--- config.mk ---
export PLATFORM = sky130hd
export DESIGN_NAME = rbf_row_buffer
export DESIGN_NICKNAME = d
export VERILOG_FILES = /design/src/verilog/rbf_pkg.sv /design/src/verilog/rbf_row_buffer.sv
export SDC_FILE = /design/constraint.sdc
export NUM_CORES = 2
export LEC_CHECK = 0
export BUFFER_PORTS_ARGS = -buffer_cell sky130_fd_sc_hd__buf_2
export CORE_MARGIN = 4
export CORE_UTILIZATION = 57
export CTS_CLUSTER_SIZE = 8
export DETAILED_ROUTE_END_ITERATION = 8
export GPL_ROUTABILITY_DRIVEN = 0
export GPL_TIMING_DRIVEN = 0
export PLACE_DENSITY_LB_ADDON = 0.25
export REMOVE_ABC_BUFFERS = 1
export SLEW_MARGIN = 20
export SYNTH_ARGS = -nofsm -noshare
export SYNTH_HDL_FRONTEND = slang
export SYNTH_SLANG_ARGS = --single-unit
--- constraint.sdc ---
create_clock -name clk -period 4.3 [get_ports clk]
set_input_delay 0.86 -clock clk [delete_from_list [all_inputs] [get_ports clk]]
set_output_delay 0.86 -clock clk [all_outputs]
set_load 0.02 [all_outputs]
--- src/verilog/rbf_pkg.sv ---
/*
  Shared constants and the state record of the dual row character buffer.
  Assumes one system clock; every pin of the buffer is sampled into it.
*/
package rbf_pkg;

  // Bank geometry
  localparam int          DATA_W      = 8;
  localparam int          ADDR_W      = 8;
  localparam int          BANK_DEPTH  = 135;

  // Read clocks from the end flag rising until the data pins float
  localparam logic [1:0]  FLOAT_TICKS = 2'h2;

  // Bit positions of the sampled pin vector
  localparam int          PIN_WCLK    = 0;
  localparam int          PIN_RCLK    = 1;
  localparam int          PIN_WEA     = 2;
  localparam int          PIN_WEB     = 3;
  localparam int          PIN_SWAP    = 4;
  localparam int          PIN_CLR     = 5;
  localparam int          PIN_REN     = 6;
  localparam int          PIN_OE      = 7;
  localparam int          PIN_DATA    = 8;
  localparam int          PIN_W       = PIN_DATA + DATA_W;

  // Positions in the remembered previous levels
  localparam int          PRV_WCLK    = 0;
  localparam int          PRV_RCLK    = 1;
  localparam int          PRV_CLR     = 2;

  // Whole state of the buffer control, registered in one process
  typedef struct packed {
    logic [PIN_W-1:0]  pin_s1;
    logic [PIN_W-1:0]  pin_s2;
    logic [2:0]        prev;
    logic [DATA_W-1:0] hold;
    logic              bank;
    logic              swap_done;
    logic              clr_pend;
    logic [ADDR_W-1:0] waddr;
    logic [ADDR_W-1:0] raddr;
    logic [DATA_W-1:0] pipe;
    logic [DATA_W-1:0] out;
    logic              wfull;
    logic              rend;
    logic [1:0]        float_cnt;
    logic              oe_n_out;
  } rbf_state_t;

  // Reset: counters at zero, bank 0 read, data pins released
  localparam rbf_state_t RST_STATE = '{
    pin_s1: '0, pin_s2: '0, prev: '0, hold: '0, bank: 1'b0, swap_done: 1'b0,
    clr_pend: 1'b0, waddr: '0, raddr: '0, pipe: '0, out: '0, wfull: 1'b0,
    rend: 1'b0, float_cnt: 2'h0, oe_n_out: 1'b1};

endpackage

--- src/verilog/rbf_row_buffer.sv ---
/*
  Dual row character buffer: two RAM banks used ping-pong, one filled from
  system memory under the write clock pin while the other is played out to
  the character generator under the read clock pin.
  Assumes clk is far faster than both pin clocks (at least four clk periods
  per pin clock phase); all pins, clocks included, are sampled on clk.
*/
// Summary of operation
// - Two banks of 135 bytes, write and read
// - Latch input byte on each write clock rise
// - Both enables high: store byte, bump address
// - Writing stops on enable low or full bank
// - Swap low, clear low: zero counters, swap banks
// - Read enable high: bank byte into output latch
// - Each read advances read address by one
// - Clear falling edge clears read address once
// - Clear may be tied to read enable
// - Overflow outputs allow chaining several buffers
// - Output valid two read clocks after enable
// - Write flag high at last position; one more write fills bank
// - Read flag high at last position; outputs float later
// - Outputs driven when output enable low
`timescale 1ns/100ps

module rbf_row_buffer
  import rbf_pkg::*;
#(
  parameter int DEPTH = BANK_DEPTH
) (
  input  wire logic              clk,
  input  wire logic              sys_rst,
  input  wire logic              wr_clk_pin,
  input  wire logic              rd_clk_pin,
  input  wire logic [DATA_W-1:0] char_in,
  input  wire logic              wr_enable_a,
  input  wire logic              wr_enable_b,
  input  wire logic              row_swap_n,
  input  wire logic              addr_clear_n,
  input  wire logic              rd_enable,
  input  wire logic              out_enable_n,
  output logic      [DATA_W-1:0] char_out,
  output logic                   char_out_oe_n,
  output logic                   wr_full_flag,
  output logic                   rd_end_flag
);

  // Index of the last storage slot, and the mark a counter parks on once
  // the bank is used up; the counters never pass the mark, so a chained
  // second buffer sees a steady flag instead of a wrapped address
  localparam logic [ADDR_W-1:0] LAST_POS = ADDR_W'(DEPTH - 1);
  localparam logic [ADDR_W-1:0] FILLED   = ADDR_W'(DEPTH);

  // Whole control record and its next value; every output is a field of q
  rbf_state_t        q;
  rbf_state_t        d;
  // Two banks side by side; bank index q.bank is the one being read,
  // the other one is the one being filled
  logic [DATA_W-1:0] mem [2][DEPTH];
  logic [PIN_W-1:0]  pins;
  logic              wr_tick;
  logic              rd_tick;
  logic              clr_fall;
  logic              swap_go;
  logic              clear_now;
  logic              wr_go;
  logic              rd_go;
  logic [DATA_W-1:0] mem_rd;

  // Pins gathered into one vector for the two-stage sampler.
  // Sampling every pin through the same two stages keeps data and enables
  // aligned with the pin clocks, at the cost of about three clk of latency.
  assign pins = {char_in, out_enable_n, rd_enable, addr_clear_n, row_swap_n,
                 wr_enable_b, wr_enable_a, rd_clk_pin, wr_clk_pin};

  // Edges are taken from the second sampler stage only.
  // The first stage may still be settling, so it feeds nothing but stage two.
  // Previous levels reset low, matching the idle level of both pin clocks.
  assign wr_tick  = q.pin_s2[PIN_WCLK] & ~q.prev[PRV_WCLK];
  assign rd_tick  = q.pin_s2[PIN_RCLK] & ~q.prev[PRV_RCLK];
  assign clr_fall = ~q.pin_s2[PIN_CLR] & q.prev[PRV_CLR];

  // Swap once per low phase of the swap pin, else a long low would ping-pong
  assign swap_go = rd_tick & ~q.pin_s2[PIN_SWAP] & ~q.pin_s2[PIN_CLR]
                   & ~q.swap_done;

  // Read address is cleared by a pending clear edge or by a swap
  assign clear_now = rd_tick & (q.clr_pend | swap_go);

  // Write only into the bank not being read, until it is filled.
  // A write that meets a swap is dropped; the controller's spacing between
  // swap and enable keeps this from happening in normal use.
  assign wr_go = wr_tick & q.pin_s2[PIN_WEA] & q.pin_s2[PIN_WEB]
                 & (q.waddr < FILLED) & ~swap_go;

  // Clear beats read, so a clear tied to read enable never loses a byte
  assign rd_go = rd_tick & q.pin_s2[PIN_REN] & (q.raddr < FILLED)
                 & ~clear_now;

  // Bank read port; address checked before use
  assign mem_rd = (q.raddr < FILLED) ? mem[q.bank][q.raddr] : '0;

  // Next-state logic for the whole control record
  always_comb begin
    d = q;
    d.pin_s1 = pins;
    d.pin_s2 = q.pin_s1;
    d.prev   = {q.pin_s2[PIN_CLR], q.pin_s2[PIN_RCLK], q.pin_s2[PIN_WCLK]};

    // Input holding latch follows every write clock rise
    if (wr_tick) begin
      d.hold = q.pin_s2[PIN_DATA +: DATA_W];
    end

    // Swap lock re-arms once the swap pin returns high
    if (q.pin_s2[PIN_SWAP]) begin
      d.swap_done = 1'b0;
    end
    if (swap_go) begin
      d.swap_done = 1'b1;
      d.bank      = ~q.bank;
    end

    // Pending clear: a new edge in the consuming cycle is kept
    if (clear_now) begin
      d.clr_pend = 1'b0;
    end
    if (clr_fall) begin
      d.clr_pend = 1'b1;
    end

    // Write address counter, saturating at the filled mark
    if (swap_go) begin
      d.waddr = '0;
    end else if (wr_go) begin
      d.waddr = q.waddr + ADDR_W'(1);
    end
    d.wfull = (d.waddr >= LAST_POS);

    // Read address counter and the two-stage output pipeline
    if (clear_now) begin
      d.raddr = '0;
    end else if (rd_go) begin
      d.raddr = q.raddr + ADDR_W'(1);
    end
    if (rd_go) begin
      d.pipe = mem_rd;
    end
    if (rd_tick) begin
      d.out = q.pipe;
    end
    d.rend = (d.raddr >= LAST_POS);

    // Count read clocks after the end flag rose, then release the pins
    if (clear_now) begin
      d.float_cnt = 2'h0;
    end else if (rd_tick && q.rend && q.float_cnt != FLOAT_TICKS) begin
      d.float_cnt = q.float_cnt + 2'h1;
    end
    d.oe_n_out = q.pin_s2[PIN_OE] | (d.float_cnt == FLOAT_TICKS);
  end

  // State register; synchronous reset keeps the whole record on one clock.
  // Reset leaves bank 0 for reading and bank 1 for writing.
  always_ff @(posedge clk) begin
    if (sys_rst) begin
      q <= RST_STATE;
    end else begin
      q <= d;
    end
  end

  // Bank RAM; no reset, contents are undefined until written.
  // The held byte goes in, so each stored byte is the one latched one
  // write clock earlier.
  always_ff @(posedge clk) begin
    if (wr_go) begin
      mem[~q.bank][q.waddr] <= q.hold;
    end
  end

  // Outputs straight from the state register
  assign char_out      = q.out;
  assign char_out_oe_n = q.oe_n_out;
  assign wr_full_flag  = q.wfull;
  assign rd_end_flag   = q.rend;
endmodule

==> results.yml <==
timing:
  slew_violations: 0
  relSlewSlack_pct: 11.3
  finalHoldViolations: 0
  finalSetupViolCount: 5
  setup_ws_ns: -0.297
  max_freq_mhz: 218
  grt_setup_unrepaired: "true"
  period_minus_slack_ns: 4.60
  worstMarginPinSlew_ns: 1.33
  fin_skew_ns: 0.0544
  period_share_pct: 107
route:
  drt-wirelength-per-cell_um: 33.5
  vias: 45500
  viasPerCell: 6.72
  detail_route.iter0.violations: 6329
  first_pass_iters: 6
  drc: 0
  ant_nets: 0
  drt-total-wl_um: 227000
floorplanning:
  boundaryPins: 29
  fp.dieW_um: 400
  initial_core_util_pct: 57.5
  die_h_um: 400
  coreArea_mm2: 0.152
  dieArea_mm2: 0.160
  std_cell_rows: 143
power:
  pwr_density_cell_mw_per_mm2: 472
  ir_drop_mv: 0.379
  power.leakage_nw: 31.4
setup_path:
  worstPathCellList: "clkinv_1, nand2_1, nor3_1, or4_1, o41ai_4, a311oi_1"
  crit_family: "simple AND/OR/NAND/NOR gates"
  critPathArrivalTime_ns: 5.34
  cpPeakStageDelay_ns: 1.20
  cp-start-kind: "flop"
  path_buf_inv: 1
  end_kind: "flop"
  crit_required_ns: 5.04
  cpMaxStageDelayCell: "dfxtp_1"
  criticalPathCategory: "flop to flop"
  crit_fanout: 16
finish:
  nNetsFinal: 4667
  drive_gt1_share_pct: 22.7
  fin_util_pct: 66.0
  fin_cells: 6768
  antennaDiodeCount: 0
  area_delta_synth_final_pct: 14.9
yosys:
  synth-edff-count: 2160
  synth_most_common_cell: "edfxtp_1"
  ys.flop_type: "edfxtp_1"
  ys_warn_count: 0
  ys_seq_area_share_pct: 76.1
  syn_inst: 4447
  synthDominantAreaCellType: "edfxtp_1"
  synth_top_area_share_pct: 74.2
  synth_commonest_cells: "2160 x edfxtp_1, 417 x mux4_2, 347 x nor2_1, 324 x mux2i_1, 158 x nand2_1"
  ys_types: 75
  synth_area_leaders: "edfxtp_1 74%, mux4_2 11%, mux2i_1 3.7%, dfxtp_1 1.9%, nor2_1 1.5%"
  ys_ff_latch: 2244
  syn_area_mm2: 0.0874
  synth_area_per_cell_um2: 19.7
  ys_async_sr_fraction_pct: 0
outcome:
  violations: "negative setup slack"
  status: "finished, violations left"
global_routing:
  grt.total_usage_pct: 28.8
  grt_pass1_vias: 45700
  antenna_found_initial: 8
  gr-total-overflow: 0
  grt_max_degree: 81
  grt_pass1_wl_um: 328000
clock_network:
  clockRootBuffer: "clkbuf_16"
  clock_path_buffers: 4
  cts_buffers: 330
  clkSlewWorstSetupHoldPaths_ns: 0.05
  ctsHtreeMaxLevel: 5
  insertion_delay_ns: 0.91
  cts_tree: "done"
  clock_sinks: 2244
placement:
  dp_cells: 6340
  post-dp-hpwl_um: 141000
  numPortBuffers: 28
  post-place-ws_ns: -1.09
worst_hold_path:
  worst_hold_path_type: "input pin to flop"
run:
  drv_cap: 0
[cell families (layout without fill, tap and decap cells)]
group                    count (synthesis)  after routing  share of synthesized area (%)
AO/OA/AOI/OAI                          390            390                           3.09
XOR/XNOR                                14             14                          0.140
adder cells (fa/ha/maj)                  6              6                         0.0859
buffers and inverters                  284            575                           1.82
flip-flops                            2244           2244                           76.1
multiplexers                           790            790                           15.1
AND/OR/NAND/NOR                        719            719                           3.63
[worst paths after layout]
| path | startpoint | to | slack, ns | cells past startpoint |
|---|---|---|---|---|
| hold reg to reg | d[63] | q[63] | 0.42 | 1 |
| setup reg to reg | q[26] | q[14] | -0.30 | 6 |
| setup / recovery | q[26] | q[14] | -0.30 | 6 |
| hold / removal | rd_clk_pin | d[52] | 0.16 | 2 |
[final cells by class]
class / count / area [um2]
clock inverter: 3 / 36.3
inverter: 11 / 48.8
sequential: 2244 / 66600
clock buffer: 424 / 8840
multi-input combinational: 1919 / 19700
timing repair buffer: 137 / 2660
fill: 9693 / 51700
tap: 2030 / 2540
[flip-flops by register name (all words and copies together) (netlist names), named ones only]
name and count:
char_out 8, char_out_oe_n 1, d 19, mem 2160
q 53, rd_end_flag 1, wr_full_flag 1
[where the power goes]
part	leakage (nW)	internal, mW	switching, mW	total, mW
Sequential	20.7	23.7	0.0311	23.8
Combinational	6.40	0.490	0.556	1.05
Clock	4.32	14.1	8.54	22.6
[stage by stage]
step | hold WS (ns) | instance area [um2] | setup TNS (ns) | total power [mW]
after floorplan | 0.394 | 85800 | -587.23 | 25.8
after global placement | 0.416 | 88500 | - | 26.5
after detailed placement | 0.419 | 91200 | -1574.55 | 25.2
after CTS | 0.101 | 100000 | -0.0180 | 47.6
after global routing | 0.138 | 100000 | -17.18 | 48.7
final | 0.160 | 100000 | -0.954 | 47.4
[repair_timing]
action | CTS | global route
resized for setup | 32 | 58
setup buffers | 0 | 1
hold buffers | 0 | 0
setup endpoints to repair | 2038 | 527
[cells in the final DEF (no fill, tap or decap), types with 10 or more instances in the layout]
master	synthesis	routed
nand4_1	11	11
nand3_2	0	11
nand2_1	158	156
mux4_2	417	417
xnor2_1	11	11
a22oi_1	77	77
nand3_1	69	55
o221ai_1	17	16
mux2i_1	324	322
nor2_1	347	274
edfxtp_1	2160	2160
nor2_2	0	69
a31oi_1	21	21
dfxtp_4	0	12
o22ai_1	37	37
buf_16	0	64
clkbuf_16	0	341
buf_12	0	27
o21ai_0	38	35
nor3_1	17	16
o211ai_1	14	14
nor2b_1	56	48
clkbuf_1	118	83
a211oi_1	17	16
a221oi_1	10	10
buf_2	41	27
a21oi_1	82	81
buf_6	38	13
dfxtp_1	84	70
mux2_2	42	42
[layer usage]
layer,track usage (%),up-vias,wire [um]
li1,-,18500,-
met1,40.9,23600,85200
met2,42.9,2893,104000
met3,7.61,541,26300
met4,12.7,8,10700
met5,0,-,113
Power figures use the tool's default switching activity.
